<file path="src/rtl/rcp_pkg.sv">
// Package with register map, field layouts and constants of the rail control pin logic.
package rcp_pkg;
   // Geometry.
   localparam int NUM_CTL = 6;
   localparam int NUM_RAILS = 8;
   localparam int NUM_GPO = 4;
   localparam int VSEL_W = 8;
   localparam int ADDR_W = 8;
   localparam int DATA_W = 32;
   // Register byte addresses.
   localparam logic [7:0] REG_ASSIGN_BASE = 8'h00;  // Six rail-group maps, one per enable input.
   localparam logic [7:0] REG_SLEEP_CFG = 8'h18;    // Sleep mode selects and sleep group maps.
   localparam logic [7:0] REG_GPO_SRC = 8'h1C;      // Power-good source masks, one byte per output.
   localparam logic [7:0] REG_GPO_CTL = 8'h20;      // Mode, driver type and host bits.
   localparam logic [7:0] REG_RAIL_STAT = 8'h24;    // Live rail enable, sleep and power-good.
   localparam logic [7:0] REG_IRQ_STAT = 8'h28;     // Sticky events, write one to clear.
   localparam logic [7:0] REG_IRQ_MASK = 8'h2C;     // Interrupt enable per event.
   localparam logic [7:0] REG_VNORM_BASE = 8'h40;   // Normal voltage code per rail.
   localparam logic [7:0] REG_VSLP_BASE = 8'h60;    // Sleep voltage code per rail.
   // Field positions in the sleep configuration register.
   localparam int SLP_SEL_A_BIT = 0;
   localparam int SLP_SEL_B_BIT = 1;
   localparam int SLP_MAP_A_LSB = 8;
   localparam int SLP_MAP_B_LSB = 16;
   // Field positions in the general output control register.
   localparam int GPO_MODE_LSB = 0;   // 1 = follow host bit, 0 = follow power-good.
   localparam int GPO_PP_LSB = 4;     // 1 = push-pull except on output four, 0 = open-drain.
   localparam int GPO_HOST_LSB = 8;   // Host-written output levels.
   // Rail status fields.
   localparam int STAT_EN_LSB = 0;
   localparam int STAT_SLP_LSB = 8;
   localparam int STAT_PG_LSB = 16;
   // Interrupt event layout: enable input edges, then power-good falls.
   localparam int IRQ_W = NUM_CTL + NUM_RAILS;
   // Reset values.
   localparam logic [DATA_W-1:0] RST_ZERO = 32'h0000_0000;
   localparam logic [VSEL_W-1:0] RST_VSEL = 8'h00;
endpackage

</file>
<file path="src/rtl/rcp_gpo_if.sv">
// Interface carrying the general output configuration and pin drive between modules.
`timescale 1ns/1ns
interface rcp_gpo_if;
   import rcp_pkg::*;
   logic [NUM_GPO-1:0] mode_host;   // Output follows host bit.
   logic [NUM_GPO-1:0] push_pull;   // Driver type per output.
   logic [NUM_GPO-1:0] host_bit;    // Host-written level.
   logic [NUM_GPO-1:0] pg_hit;      // Combined power-good of chosen rails.
   logic [NUM_GPO-1:0] pin_level;   // Level presented when driving.
   logic [NUM_GPO-1:0] pin_oe;      // Pin drive enable.
   modport ctrl (output mode_host, push_pull, host_bit, pg_hit, input pin_level, pin_oe);
   modport drv (input mode_host, push_pull, host_bit, pg_hit, output pin_level, pin_oe);
endinterface

</file>
<file path="src/rtl/rcp_top.sv">
// Rail control pin logic: enable and sleep inputs, general outputs, interrupt line.
`timescale 1ns/1ns
module rcp_top
   import rcp_pkg::*;
#(
   parameter int P_NUM_RAILS = NUM_RAILS
)
(
   // Clock and reset.
   input wire logic i_clk,
   input wire logic i_rst,
   // Enable and sleep inputs from the host.
   input wire logic [NUM_CTL-1:0] i_rail_enable_in,
   // Power-good status from the regulators.
   input wire logic [NUM_RAILS-1:0] i_rail_pg,
   // Register port.
   input wire logic [ADDR_W-1:0] i_addr,
   input wire logic [DATA_W-1:0] i_wdata,
   input wire logic i_wr,
   input wire logic i_rd,
   output logic [DATA_W-1:0] o_rdata,
   // Regulator controls.
   output logic [NUM_RAILS-1:0] o_rail_on,
   output logic [NUM_RAILS-1:0] o_rail_sleep,
   output logic [NUM_RAILS*VSEL_W-1:0] o_rail_vsel,
   // General output pins, drive level and enable.
   output logic [NUM_GPO-1:0] o_general_out,
   output logic [NUM_GPO-1:0] o_general_out_oe,
   // Open-drain interrupt pin.
   output logic o_interrupt_out_n,
   output logic o_interrupt_out_n_oe
);
   // Index of the enable inputs that double as sleep controls.
   localparam int CTL_SLP_A = 2;
   localparam int CTL_SLP_B = 5;
   localparam int VREG_W = 5;
   localparam int RIDX_W = $clog2(NUM_RAILS);  // Rail index bits of a voltage code address.
   // The sleep code block is as long as the normal one; anything above it is unmapped.
   localparam logic [ADDR_W-1:0] VSLP_END = REG_VSLP_BASE + (REG_VSLP_BASE - REG_VNORM_BASE);

   // Configuration registers.
   logic [NUM_RAILS-1:0] assign_q [NUM_CTL];  // Rail group per enable input.
   logic [NUM_RAILS-1:0] assign_d [NUM_CTL];
   logic [DATA_W-1:0] slp_cfg_q;               // Sleep selects and groups.
   logic [DATA_W-1:0] slp_cfg_d;
   logic [DATA_W-1:0] gpo_src_q;               // Power-good masks.
   logic [DATA_W-1:0] gpo_src_d;
   logic [DATA_W-1:0] gpo_ctl_q;               // Mode, driver, host bits.
   logic [DATA_W-1:0] gpo_ctl_d;
   logic [VSEL_W-1:0] vnorm_q [NUM_RAILS];     // Normal voltage codes.
   logic [VSEL_W-1:0] vnorm_d [NUM_RAILS];
   logic [VSEL_W-1:0] vslp_q [NUM_RAILS];      // Sleep voltage codes.
   logic [VSEL_W-1:0] vslp_d [NUM_RAILS];
   logic [IRQ_W-1:0] irq_stat_q;               // Sticky events.
   logic [IRQ_W-1:0] irq_stat_d;
   logic [IRQ_W-1:0] irq_mask_q;               // Event enables.
   logic [IRQ_W-1:0] irq_mask_d;
   // Input history for edge events.
   logic [NUM_CTL-1:0] ctl_prev_q;
   logic [NUM_CTL-1:0] ctl_prev_d;
   logic [NUM_RAILS-1:0] pg_prev_q;
   logic [NUM_RAILS-1:0] pg_prev_d;
   // Registered outputs.
   logic [DATA_W-1:0] rdata_q;
   logic [DATA_W-1:0] rdata_d;
   logic [NUM_RAILS-1:0] on_q;
   logic [NUM_RAILS-1:0] on_d;
   logic [NUM_RAILS-1:0] sleep_q;
   logic [NUM_RAILS-1:0] sleep_d;
   logic [NUM_RAILS*VSEL_W-1:0] vsel_q;
   logic [NUM_RAILS*VSEL_W-1:0] vsel_d;
   logic [NUM_GPO-1:0] gpo_lvl_q;
   logic [NUM_GPO-1:0] gpo_lvl_d;
   logic [NUM_GPO-1:0] gpo_oe_q;
   logic [NUM_GPO-1:0] gpo_oe_d;
   logic irq_oe_q;
   logic irq_oe_d;
   // Decode helpers.
   logic [VREG_W-1:0] word_idx;
   logic [RIDX_W-1:0] rail_idx;

   // Driver submodule link.
   rcp_gpo_if gpo_bus ();

   // Registers sit on word boundaries; the group and voltage code blocks ignore the two lowest address bits.
   assign word_idx = i_addr[VREG_W+1:2];
   assign rail_idx = i_addr[RIDX_W+1:2];

   // Register writes and sticky interrupt status.
   always_comb
   begin
      logic [IRQ_W-1:0] ev;
      ev = '0;
      assign_d = assign_q;
      slp_cfg_d = slp_cfg_q;
      gpo_src_d = gpo_src_q;
      gpo_ctl_d = gpo_ctl_q;
      vnorm_d = vnorm_q;
      vslp_d = vslp_q;
      irq_mask_d = irq_mask_q;
      irq_stat_d = irq_stat_q;
      ctl_prev_d = i_rail_enable_in;
      pg_prev_d = i_rail_pg;
      if (i_wr)
      begin
         // Plain configuration writes.
         if (i_addr < REG_SLEEP_CFG)
         begin
            assign_d[word_idx[2:0]] = i_wdata[NUM_RAILS-1:0];
         end
         else if (i_addr == REG_SLEEP_CFG)
         begin
            slp_cfg_d = i_wdata;
         end
         else if (i_addr == REG_GPO_SRC)
         begin
            gpo_src_d = i_wdata;
         end
         else if (i_addr == REG_GPO_CTL)
         begin
            gpo_ctl_d = i_wdata;
         end
         else if (i_addr == REG_IRQ_STAT)
         begin
            irq_stat_d = irq_stat_q & ~i_wdata[IRQ_W-1:0];
         end
         else if (i_addr == REG_IRQ_MASK)
         begin
            irq_mask_d = i_wdata[IRQ_W-1:0];
         end
         else if ((i_addr >= REG_VNORM_BASE) && (i_addr < REG_VSLP_BASE))
         begin
            vnorm_d[rail_idx] = i_wdata[VSEL_W-1:0];
         end
         else if ((i_addr >= REG_VSLP_BASE) && (i_addr < VSLP_END))
         begin
            vslp_d[rail_idx] = i_wdata[VSEL_W-1:0];
         end
         else
         begin
            // Unmapped writes are dropped.
            irq_mask_d = irq_mask_q;
         end
      end
      // Events: any enable input edge, and any rail losing power-good.
      ev[NUM_CTL-1:0] = i_rail_enable_in ^ ctl_prev_q;
      ev[IRQ_W-1:NUM_CTL] = pg_prev_q & ~i_rail_pg;
      // Setting is applied after the clear, so a new event survives it.
      irq_stat_d = irq_stat_d | ev;
   end

   // Rail enable, sleep and voltage selection.
   always_comb
   begin
      logic slp_a;
      logic slp_b;
      slp_a = slp_cfg_q[SLP_SEL_A_BIT];
      slp_b = slp_cfg_q[SLP_SEL_B_BIT];
      on_d = '0;
      sleep_d = '0;
      for (int c = 0; c < NUM_CTL; c++)
      begin
         // Inputs in sleep mode take no part in enabling.
         if (!((c == CTL_SLP_A) && slp_a) && !((c == CTL_SLP_B) && slp_b))
         begin
            // A high input turns its whole group on; a low input turns nothing on.
            if (i_rail_enable_in[c])
            begin
               on_d = on_d | assign_q[c];
            end
         end
      end
      // Low level on a sleep-configured input sleeps its group.
      if (slp_a && !i_rail_enable_in[CTL_SLP_A])
      begin
         sleep_d = sleep_d | slp_cfg_q[SLP_MAP_A_LSB +: NUM_RAILS];
      end
      if (slp_b && !i_rail_enable_in[CTL_SLP_B])
      begin
         sleep_d = sleep_d | slp_cfg_q[SLP_MAP_B_LSB +: NUM_RAILS];
      end
      // Each rail takes its sleep code while sleeping.
      for (int r = 0; r < NUM_RAILS; r++)
      begin
         vsel_d[r*VSEL_W +: VSEL_W] = sleep_d[r] ? vslp_q[r] : vnorm_q[r];
      end
   end

   // Read data, valid only in the cycle after the strobe.
   always_comb
   begin
      rdata_d = RST_ZERO;
      if (i_rd)
      begin
         if (i_addr < REG_SLEEP_CFG)
         begin
            rdata_d[NUM_RAILS-1:0] = assign_q[word_idx[2:0]];
         end
         else if (i_addr == REG_SLEEP_CFG)
         begin
            rdata_d = slp_cfg_q;
         end
         else if (i_addr == REG_GPO_SRC)
         begin
            rdata_d = gpo_src_q;
         end
         else if (i_addr == REG_GPO_CTL)
         begin
            rdata_d = gpo_ctl_q;
         end
         else if (i_addr == REG_RAIL_STAT)
         begin
            rdata_d[STAT_EN_LSB +: NUM_RAILS] = on_q;
            rdata_d[STAT_SLP_LSB +: NUM_RAILS] = sleep_q;
            rdata_d[STAT_PG_LSB +: NUM_RAILS] = i_rail_pg;
         end
         else if (i_addr == REG_IRQ_STAT)
         begin
            rdata_d[IRQ_W-1:0] = irq_stat_q;
         end
         else if (i_addr == REG_IRQ_MASK)
         begin
            rdata_d[IRQ_W-1:0] = irq_mask_q;
         end
         else if ((i_addr >= REG_VNORM_BASE) && (i_addr < REG_VSLP_BASE))
         begin
            rdata_d[VSEL_W-1:0] = vnorm_q[rail_idx];
         end
         else if ((i_addr >= REG_VSLP_BASE) && (i_addr < VSLP_END))
         begin
            rdata_d[VSEL_W-1:0] = vslp_q[rail_idx];
         end
         else
         begin
            // Unmapped addresses read as zero.
            rdata_d = RST_ZERO;
         end
      end
      // Interrupt pin pulled low while a flag is pending and unmasked.
      irq_oe_d = |(irq_stat_d & irq_mask_d);
   end

   // Feed the output driver; combined power-good is all chosen rails good.
   genvar g;
   generate
      for (g = 0; g < NUM_GPO; g++)
      begin : g_pg
         logic [NUM_RAILS-1:0] sel;
         assign sel = gpo_src_q[g*NUM_RAILS +: NUM_RAILS];
         // A rail outside the selection can never pull the combined status down.
         // Empty selection reads as not good.
         assign gpo_bus.pg_hit[g] = (|sel) && ((sel & i_rail_pg) == sel);
      end
   endgenerate
   assign gpo_bus.mode_host = gpo_ctl_q[GPO_MODE_LSB +: NUM_GPO];
   assign gpo_bus.push_pull = gpo_ctl_q[GPO_PP_LSB +: NUM_GPO];
   assign gpo_bus.host_bit = gpo_ctl_q[GPO_HOST_LSB +: NUM_GPO];

   rcp_gpo_drv u_drv (
      .gpo (gpo_bus.drv)
   );

   // Next general output drive, taken from the driver submodule.
   always_comb
   begin
      gpo_lvl_d = gpo_bus.pin_level;
      gpo_oe_d = gpo_bus.pin_oe;
   end

   // State and output registers.
   // Reset clears all configuration, so every rail starts off and the interrupt line is released.
   always_ff @(posedge i_clk or posedge i_rst)
   begin
      if (i_rst)
      begin
         for (int c = 0; c < NUM_CTL; c++)
         begin
            assign_q[c] <= '0;
         end
         for (int r = 0; r < NUM_RAILS; r++)
         begin
            vnorm_q[r] <= RST_VSEL;
            vslp_q[r] <= RST_VSEL;
         end
         slp_cfg_q <= RST_ZERO;
         gpo_src_q <= RST_ZERO;
         gpo_ctl_q <= RST_ZERO;
         irq_stat_q <= '0;
         irq_mask_q <= '0;
         ctl_prev_q <= '0;
         pg_prev_q <= '0;
         rdata_q <= RST_ZERO;
         on_q <= '0;
         sleep_q <= '0;
         vsel_q <= '0;
         gpo_lvl_q <= '0;
         gpo_oe_q <= '0;
         irq_oe_q <= 1'b0;
      end
      else
      begin
         assign_q <= assign_d;
         vnorm_q <= vnorm_d;
         vslp_q <= vslp_d;
         slp_cfg_q <= slp_cfg_d;
         gpo_src_q <= gpo_src_d;
         gpo_ctl_q <= gpo_ctl_d;
         irq_stat_q <= irq_stat_d;
         irq_mask_q <= irq_mask_d;
         ctl_prev_q <= ctl_prev_d;
         pg_prev_q <= pg_prev_d;
         rdata_q <= rdata_d;
         on_q <= on_d;
         sleep_q <= sleep_d;
         vsel_q <= vsel_d;
         gpo_lvl_q <= gpo_lvl_d;
         gpo_oe_q <= gpo_oe_d;
         irq_oe_q <= irq_oe_d;
      end
   end

   // Outputs straight from flip-flops.
   assign o_rdata = rdata_q;
   assign o_rail_on = on_q;
   assign o_rail_sleep = sleep_q;
   assign o_rail_vsel = vsel_q;
   assign o_general_out = gpo_lvl_q;
   assign o_general_out_oe = gpo_oe_q;
   // The interrupt pin never drives high, only pulls low.
   assign o_interrupt_out_n = 1'b0;
   assign o_interrupt_out_n_oe = irq_oe_q;
endmodule

</file>
<file path="src/rtl/rcp_gpo_drv.sv">
// General output driver: source select and open-drain or push-pull drive per output.
`timescale 1ns/1ns
module rcp_gpo_drv
   import rcp_pkg::*;
(
   // Configuration and pin drive.
   rcp_gpo_if.drv gpo
);
   // Last output has no push-pull driver.
   localparam int LAST = NUM_GPO - 1;

   genvar g;
   generate
      for (g = 0; g < NUM_GPO; g++)
      begin : g_out
         logic want;
         logic pp;
         // Each output picks power-good or the host bit.
         assign want = gpo.mode_host[g] ? gpo.host_bit[g] : gpo.pg_hit[g];
         // Outputs one to three choose their driver type; the fourth is forced open-drain.
         assign pp = (g == LAST) ? 1'b0 : gpo.push_pull[g];
         // Open-drain drives only a low; push-pull always drives the level.
         assign gpo.pin_level[g] = pp ? want : 1'b0;
         assign gpo.pin_oe[g] = pp ? 1'b1 : ~want;
      end
   endgenerate
endmodule

</file>
<file path="config.mk">
export PLATFORM = sky130hd
export DESIGN_NAME = rcp_top
export DESIGN_NICKNAME = d
export VERILOG_FILES = /design/src/rtl/rcp_pkg.sv /design/src/rtl/rcp_gpo_if.sv /design/src/rtl/rcp_top.sv /design/src/rtl/rcp_gpo_drv.sv
export SDC_FILE = /design/constraint.sdc
export NUM_CORES = 1
export LEC_CHECK = 0
export ABC_AREA = 1
export BUFFER_PORTS_ARGS = -buffer_cell sky130_fd_sc_hd__buf_2
export CAP_MARGIN = 10
export CORE_UTILIZATION = 28
export DETAILED_ROUTE_END_ITERATION = 7
export HOLD_SLACK_MARGIN = 0.12
export SLEW_MARGIN = 25
export SYNTH_ARGS = -nofsm -noshare
export SYNTH_HDL_FRONTEND = slang
export SYNTH_SLANG_ARGS = --single-unit
</file>
<file path="constraint.sdc">
create_clock -name i_clk -period 16.1 [get_ports i_clk]
set_input_delay 2.415 -clock i_clk [delete_from_list [all_inputs] [get_ports i_clk]]
set_output_delay 2.415 -clock i_clk [all_outputs]
set_load 0.03 [all_outputs]
</file>
==> results of run 1 <==
## registers in the layout, summed over array words and instances, names as in the netlist, 14 cells and up
| signal | count |
|---|---|
| irq_stat_q | 14 |
| slp_cfg_q | 32 |
| o_rail_vsel | 64 |
| gpo_src_q | 32 |
| gpo_ctl_q | 32 |
| vnorm_q | 64 |
| o_rdata | 32 |
| irq_mask_q | 14 |
| vslp_q | 64 |
| assign_q | 48 |
## worst register-to-register path, stage by stage, from the launching register on
cell and delay [ns]:
dfrtp_1 0.57, inv_1 0.17, nor2_1 0.70, nand2_1 0.22
nand2_1 0.55, mux2_2 0.44
## power breakdown
part / internal, mW / switching [mW] / total, mW
Sequential: 1.20 / 0.0822 / 1.28
Clock: 0.609 / 0.463 / 1.07
Combinational: 0.114 / 0.274 / 0.388
## kinds of logic (layout without fill, tap and decap cells)
| group | after synthesis | after routing | share of synthesized area [%] |
|---|---|---|---|
| and+or+nand+nor | 956 | 956 | 19.6 |
| AOI/OAI and AO/OA | 571 | 571 | 16.2 |
| DFF | 434 | 434 | 56.4 |
| buffers and inverters | 334 | 483 | 6.91 |
| muxes | 11 | 11 | 0.643 |
| xor gates and xnor gates | 6 | 6 | 0.273 |
| other | 1 | 2 | 0.0195 |
## worst max-delay path by stage
stage	slack, ns	depth (start not counted)	from	end
after CTS	10.21	9	i_addr[2]	o_rdata[19]
final	10.16	9	i_addr[2]	o_rdata[19]
after detailed placement	9.58	9	i_addr[2]	o_rdata[19]
after global placement	9.67	9	i_addr[2]	o_rdata[19]
after floorplan	1.60	1	i_rst	assign_q[0]
after global routing	9.80	9	i_addr[2]	gpo_src_q[16]
## metrics by stage
step,hold slack [ns],cells,total power [mW],instance area [um2]
final,0.484,3336,2.74,22400
after global routing,0.497,3336,2.87,22400
after CTS,0.488,3336,2.77,22400
after detailed placement,0.473,3252,1.69,20900
after global placement,0.464,3252,1.69,20800
after floorplan,0.439,2314,1.53,19300
## cells in the mapped netlist (all sizes together)
cell     instances
a32oi            1
inv            200
clkinv           3
or2              1
a31oi            9
clkbuf         101
a21oi           77
buf             30
xnor2            6
o22ai           22
o21ai          398
dfrtp          434
a221oi          29
nand3           75
o2111ai          1
conb             1
a22o            11
o311ai           7
nor4             9
nor3             7
mux2            11
nand4           11
nand2          731
nor3b            1
o211ai           9
a211oi           1
o221ai           6
nor2           121
## cell type report
class	count	area share (%)
Clock inverter	17	0.698
Multi-Input combinational cell	1546	31.8
Tap cell	873	4.88
Timing Repair Buffer	196	4.61
Sequential cell	434	48.5
Clock buffer	67	6.08
Inverter	203	3.44
## routing by layer
layer | GRT usage (%) | wire length, um | share of wire [%]
met1 | 26.8 | 30200 | 45
met2 | 29.9 | 30200 | 45
met3 | 3.56 | 4670 | 7.0
met4 | 5.91 | 1930 | 2.9
met5 | 0 | 23 | 0.034
==> flow_summary.toml, run 1 <==
[worst_setup_path]
start_kind = "input pin"
crit_path_end_kind = "flip-flop"
reg2reg_to = "o_rail_vsel[25]"
ff2ff_setup_slack_ns = 13.32
required_ns = 16.65
crit_arrival_ns = 6.49
crit_chain = "buf_2, inv_2, nor2_1, nand3_1, inv_1, nand4_1, nand3_1, o211ai_1, inv_1"
crit_type = "in2reg"
rr_startpoint = "slp_cfg_q[1]"
crit_family = "buffers and inverters"
max_stage_delay_ns = 0.95
r2r_cells = 5
crit_buf_inv = 4
cpMaxStageDelayCell = "inv_1"
crit_path_max_fanout = 40

[place]
port_buffers = 177
gp_congestion = 0.917
hpwl_um = 46100
dp_slack_ns = 9.58

[floorplan]
die_area_mm2 = 0.0699
rows = 95
core_area_mm2 = 0.0676
num_io_pins = 180
die_h_um = 264
start_util_pct = 28.5
die_w_um = 264

[job]
maxCapViolations = 0

[clock_network]
clk_latency_ns = 0.61
numCtsBuffers = 47
cts_tree = "done"
clk_pin_slew_ns = 0.06
cts_hold_buf = 0
postCtsSetupRepairBufs = 0
cts.sinks = 434
clockBufferDepth = 3
htreeDepth = 2
cts-resized-gates = 0
cts_root_buf = "clkbuf_16"

[sta]
hold_violations = 0
setup_slack_ns = 10.16
max_slew_margin_pct = 27.8
tightest_slew_ns = 1.08
setup_tns_ns = 0
fin_crit_sh_pct = 36.9
fin_skew_ns = 0.0365
slew_violations = 0
rsz0062_at_grt = "false"
timing.fmax_mhz = 168
period_needed_ns = 5.94
setup_viol = 0

[cells_and_area]
layout_commonest_cell = "nand2_1"
antenna_cells = 0
fillers = 7079
post-route-util_pct = 33.1
multi_input_area_mm2 = 0.00712
area_delta_synth_final_pct = 16.2
final_cell_mix = "727 x nand2_1, 434 x dfrtp_1, 393 x o21ai_0, 197 x inv_1, 177 x buf_2"
ff_latch_area_mm2 = 0.0109
nets = 2486
drive_above_1_share_pct = 12.0

[worst_hold_path]
worstHoldPathCells = 2
hold_class = "reg2reg"
hold_end = "vnorm_q[21]"
holdCritStartpoint = "vnorm_q[21]"

[routing]
ant_nets = 0
drtPass1Iterations = 7
wl_um = 67000
routed_via_density = 4.96
drt_iter0_drc = 1654
drc = 0
vias = 16500
avgRoutedWirePerCell_um = 20.1

[power]
ir_worst_vdd_mv = 0.0826
power_density_mw_per_mm2 = 123
p_leak_nw = 11.0

[yosys]
netlist_area_mm2 = 0.0193
yosys_warnings = 0
ys_ff_latch = 434
synth_area_leaders = "dfrtp_1 56%, nand2_1 14%, o21ai_0 10%"
synth_top_area_cell = "dfrtp_1"
synthCells = 2313
synth_top_area_share_pct = 56.4
ys_seq_area_share_pct = 56.4
avgSynthCellArea_um2 = 8.33
ys_types = 37

[global_routing]
grt_max_degree = 122
grt_overflow = 0
grtUsageTotal_pct = 19.1
grt_pass1_wl_um = 102000
grt_pass1_vias = 15900
antenna_found_initial = 3

[outcome]
status = "finished, final reports clean"
Note: power is estimated with default switching activity, not from simulation.
==> run 2, diff against run 1 <==
- clock period: 16.1 -> 5.71 ns (I/O delays scaled with it)
==> flow_summary.toml, run 2 (synthesis results as in run 1) <==
[clock_network]
cts_hold_buf = 0
cts-resized-gates = 0
postCtsSetupRepairBufs = 0
htreeDepth = 2
clk_pin_slew_ns = 0.06
cts.sinks = 434
cts_tree = "done"
cts_root_buf = "clkbuf_16"
clockBufferDepth = 3
numCtsBuffers = 48
clk_latency_ns = 0.60

[sta]
fin_crit_sh_pct = 61.3
rsz0062_at_grt = "false"
setup_viol = 0
setup_slack_ns = 2.21
max_slew_margin_pct = 27.9
setup_tns_ns = 0
hold_violations = 0
slew_violations = 0
fin_hold_ws_ns = 0.215
timing.fmax_mhz = 286
period_needed_ns = 3.50
tightest_slew_ns = 1.08
fin_skew_ns = 0.0386

[floorplan]
core_area_mm2 = 0.0676
rows = 95
die_area_mm2 = 0.0699
start_util_pct = 28.5
num_io_pins = 180
die_w_um = 264
die_h_um = 264

[cells_and_area]
final_cell_mix = "729 x nand2_1, 434 x dfrtp_1, 393 x o21ai_0, 195 x inv_1, 177 x buf_2"
stdcell_area_mm2 = 0.0226
layout_commonest_cell = "nand2_1"
final_cells = 3349
fillers = 7103
area_delta_synth_final_pct = 17.2
drive_above_1_share_pct = 12.2
nets = 2497

[worst_setup_path]
crit_arrival_ns = 4.03
crit_buf_inv = 7
max_stage_delay_ns = 0.73
crit_path_max_fanout = 40
start_kind = "input pin"
startpoint = "i_addr[2]"
required_ns = 6.24
ff2ff_setup_slack_ns = 2.89
crit_family = "buffers and inverters"
cpMaxStageDelayCell = "inv_1"
crit_path_end_kind = "flip-flop"
rr_startpoint = "slp_cfg_q[0]"
crit_type = "in2reg"
crit_chain = "buf_2, inv_2, buf_4, nor2_1, buf_4, nand3_1, buf_4, inv_1, nand4_1, nand3_1, o211ai_1, inv_1"
path_common_cell = "buf_4"

[routing]
drc = 0
drt_iter0_drc = 1615
ant_nets = 0
vias = 16500
drtPass1Iterations = 6
routed_via_density = 4.93
wl_um = 66300
avgRoutedWirePerCell_um = 19.8

[global_routing]
grt_pass1_vias = 15800
grt_max_degree = 177
grt_pass1_wl_um = 100000
antenna_found_initial = 4
grt_overflow = 0
grtUsageTotal_pct = 18.9

[place]
port_buffers = 177
dp_slack_ns = 1.74
dpl.cell_count = 3261
dpl_cell_area_mm2 = 0.0210
gp_congestion = 0.898
hpwl_um = 45600

[power]
power_density_mw_per_mm2 = 348
p_leak_nw = 11.1
ir_worst_vdd_mv = 0.191

[outcome]
status = "finished, final reports clean"

[job]
maxCapViolations = 0

[worst_hold_path]
hold_class = "in2async"
[run 2: path summary, 6_finish.rpt]
path | depth (start not counted) | endpoint
max | 12 | o_rdata[19]
min | 2 | o_rail_vsel[8]
max reg2reg | 4 | o_rail_vsel[44]
min reg2reg | 2 | slp_cfg_q[24]
max in group asynchronous | 4 | assign_q[3]
min in group i_clk | 1 | pg_prev_q[2]
[run 2: metal layers]
layer  part of all wire [%]  wire length, um  vias to the layer above  GRT usage, %
met5                  0.068               45                        -             0
met3                    7.4             4870                      129          4.10
met1                     44            29500                     7940          26.2
met2                     44            29300                      646          28.6
met4                    3.9             2610                        6          7.64
li1                       -                -                     7804             -
[run 2: layout make-up]
cell class	instances	area, um2	area share [%]
clock inverters	11	145	0.643
clock buffers	75	1440	6.39
well taps	873	1090	4.84
repair buffers	206	1160	5.14
diodes	1	2.50	0.0111
inverters	203	766	3.39
flip-flops and latches	434	10900	48.1
multi-input cells	1546	7110	31.5
[run 2: worst register-to-register path, stage by stage, from the launching register on]
cell      delay [ns]
dfrtp_1         0.35
clkinv_1        0.32
nor2_1          0.80
a22o_1          0.77
mux2_2          0.45
[run 2: metrics by stage]
stage / power, mW / utilization [%]
after global routing: 8.21 / 33.4
after floorplan: 4.32 / -
after detailed placement: 4.76 / 31.0
after CTS: 7.93 / 33.3
after global placement: 4.75 / 31.0
final: 7.86 / 33.4
[run 2: where the power goes]
part	internal [mW]	switching, mW	total, mW
logic	0.325	0.769	1.09
clock network	1.87	1.28	3.14
registers	3.39	0.227	3.62
==> run 3, diff against run 2 <==
- clock period: 5.71 -> 3.4 ns (I/O delays scaled with it)
==> flow_summary.toml, run 3 (synthesis results as in run 1) <==
[worst_setup_path]
max_stage_delay_ns = 0.83
crit_chain = "buf_2, inv_1, nor2_1, nand2_1, inv_1, nand2_1, nand2_1, o21ai_0"
cpMaxStageDelayCell = "nor2_1"
crit_family = "simple AND/OR/NAND/NOR gates"
required_ns = 3.85
r2r_cells = 6
crit_type = "in2reg"
crit_path_end_kind = "flip-flop"
start_kind = "input pin"
crit_buf_inv = 3
path_common_cell = "nand2_1"
crit_path_max_fanout = 22
crit_arrival_ns = 2.97
cp_num_cells = 8

[routing]
vias = 16700
drtPass1Iterations = 7
avgRoutedWirePerCell_um = 19.6
routed_via_density = 4.92
ant_nets = 0
drc = 2
wl_um = 66400
drt_iter0_drc = 1694

[floorplan]
die_w_um = 264
rows = 95
die_area_mm2 = 0.0699
start_util_pct = 28.5
die_h_um = 264
num_io_pins = 180
core_area_mm2 = 0.0676

[cells_and_area]
nets = 2535
area_delta_synth_final_pct = 19.3
fillers = 6999
drive_above_1_share_pct = 13.4
layout_commonest_cell = "nand2_1"
final_cell_mix = "729 x nand2_1, 434 x dfrtp_1, 393 x o21ai_0, 198 x inv_1, 177 x buf_2"

[place]
dp_slack_ns = 0.364
gp_congestion = 1.03
port_buffers = 177
hpwl_um = 46500

[sta]
max_slew_margin_pct = 39.4
fin_skew_ns = 0.0233
slew_violations = 0
setup_slack_ns = 0.878
setup_viol = 0
rsz0062_at_grt = "false"
timing.fmax_mhz = 397
hold_violations = 0
period_needed_ns = 2.52
fin_crit_sh_pct = 74.2
tightest_slew_ns = 0.905

[power]
power_density_mw_per_mm2 = 589
ir_worst_vdd_mv = 0.363
p_leak_nw = 11.3
p_total_mw = 13.5

[global_routing]
grt_pass1_wl_um = 101000
antenna_found_initial = 4
grt_pass1_vias = 15900
grtUsageTotal_pct = 18.9
grt_max_degree = 95
grt_overflow = 0

[outcome]
status = "finished with violations"
violations = "DRC"

[job]
maxCapViolations = 0

[clock_network]
cts.sinks = 434
clockBufferDepth = 3
htreeDepth = 2
cts-resized-gates = 0
clk_pin_slew_ns = 0.06
numCtsBuffers = 48
cts_tree = "done"
cts_root_buf = "clkbuf_16"
clk_latency_ns = 0.61

[worst_hold_path]
hold_class = "in2reg"
worstHoldPathCells = 1
run 3: changes by cell type in the layout (fill, tap and decap cells not counted), moves of 2 or more:
cell | previous run | this run
buf_4 | 25 | 54
bufinv_16 | 3 | 6
clkbuf_1 | 14 | 8
clkbuf_8 | 12 | 14
clkinv_1 | 5 | 3
clkinv_2 | 7 | 9
dlygate4sd3_1 | 0 | 9
inv_1 | 195 | 198
nor3_1 | 5 | 7
nor3_2 | 2 | 0
run 3: final cells by class:
type | instances | area, um2 | share of cell area [%]
flip-flops and latches | 434 | 10900 | 47.3
inverters | 203 | 766 | 3.33
clock buffers | 70 | 1420 | 6.20
clock inverters | 19 | 279 | 1.21
multi-input cells | 1546 | 7090 | 30.9
repair buffers | 244 | 1460 | 6.36
well taps | 873 | 1090 | 4.75
diodes | 2 | 5.00 | 0.0218
run 3: through the flow:
step / std cells / hold WS, ns / instance area, um2 / utilization, % / TNS (ns)
6_report: 3391 / 0.172 / 23000 / 34.0 / 0
5_1_grt: 3390 / 0.159 / 23000 / 34.0 / 0
4_1_cts: 3389 / 0.153 / 23000 / 34.0 / 0
3_5_place_dp: 3291 / 0.468 / 21200 / 31.3 / 0
3_3_place_gp: 3291 / 0.461 / 21200 / 31.3 / 0
2_1_floorplan: 2314 / 0.439 / 19300 / - / -1289.56
run 3: path summary, 6_finish.rpt:
kind                                     startpoint         endpoint  slack, ns
worst max-delay path                      i_addr[3]     assign_q[25]       0.88
worst min-delay path            i_rail_enable_in[5]    ctl_prev_q[5]       0.17
worst max register to register         slp_cfg_q[0]  o_rail_vsel[60]       0.96
worst min register to register          vnorm_q[54]      vnorm_q[54]       0.48
max in group asynchronous                     i_rst    ctl_prev_q[0]       1.96
min in group asynchronous                     i_rst       vslp_q[37]       0.55
run 3: routing by layer:
layer / track usage [%] / share of wire [%] / wire length, um
met3: 2.74 / 6.7 / 4450
met2: 29.6 / 45 / 29900
met1: 26.6 / 45 / 29900
met5: 0 / 0.035 / 23
met4: 6.32 / 3.1 / 2090
run 3: what timing repair did:
item	in CTS	in global routing
hold endpoints to repair	18	0
hold buffers	9	0
setup buffers	0	0
endpoints found under the setup margin	0	0
run 3: report_power, final:
group	internal, mW	total [mW]	switching, mW
Sequential	5.69	6.09	0.394
Combinational	0.566	1.85	1.28
Clock	3.37	5.60	2.23
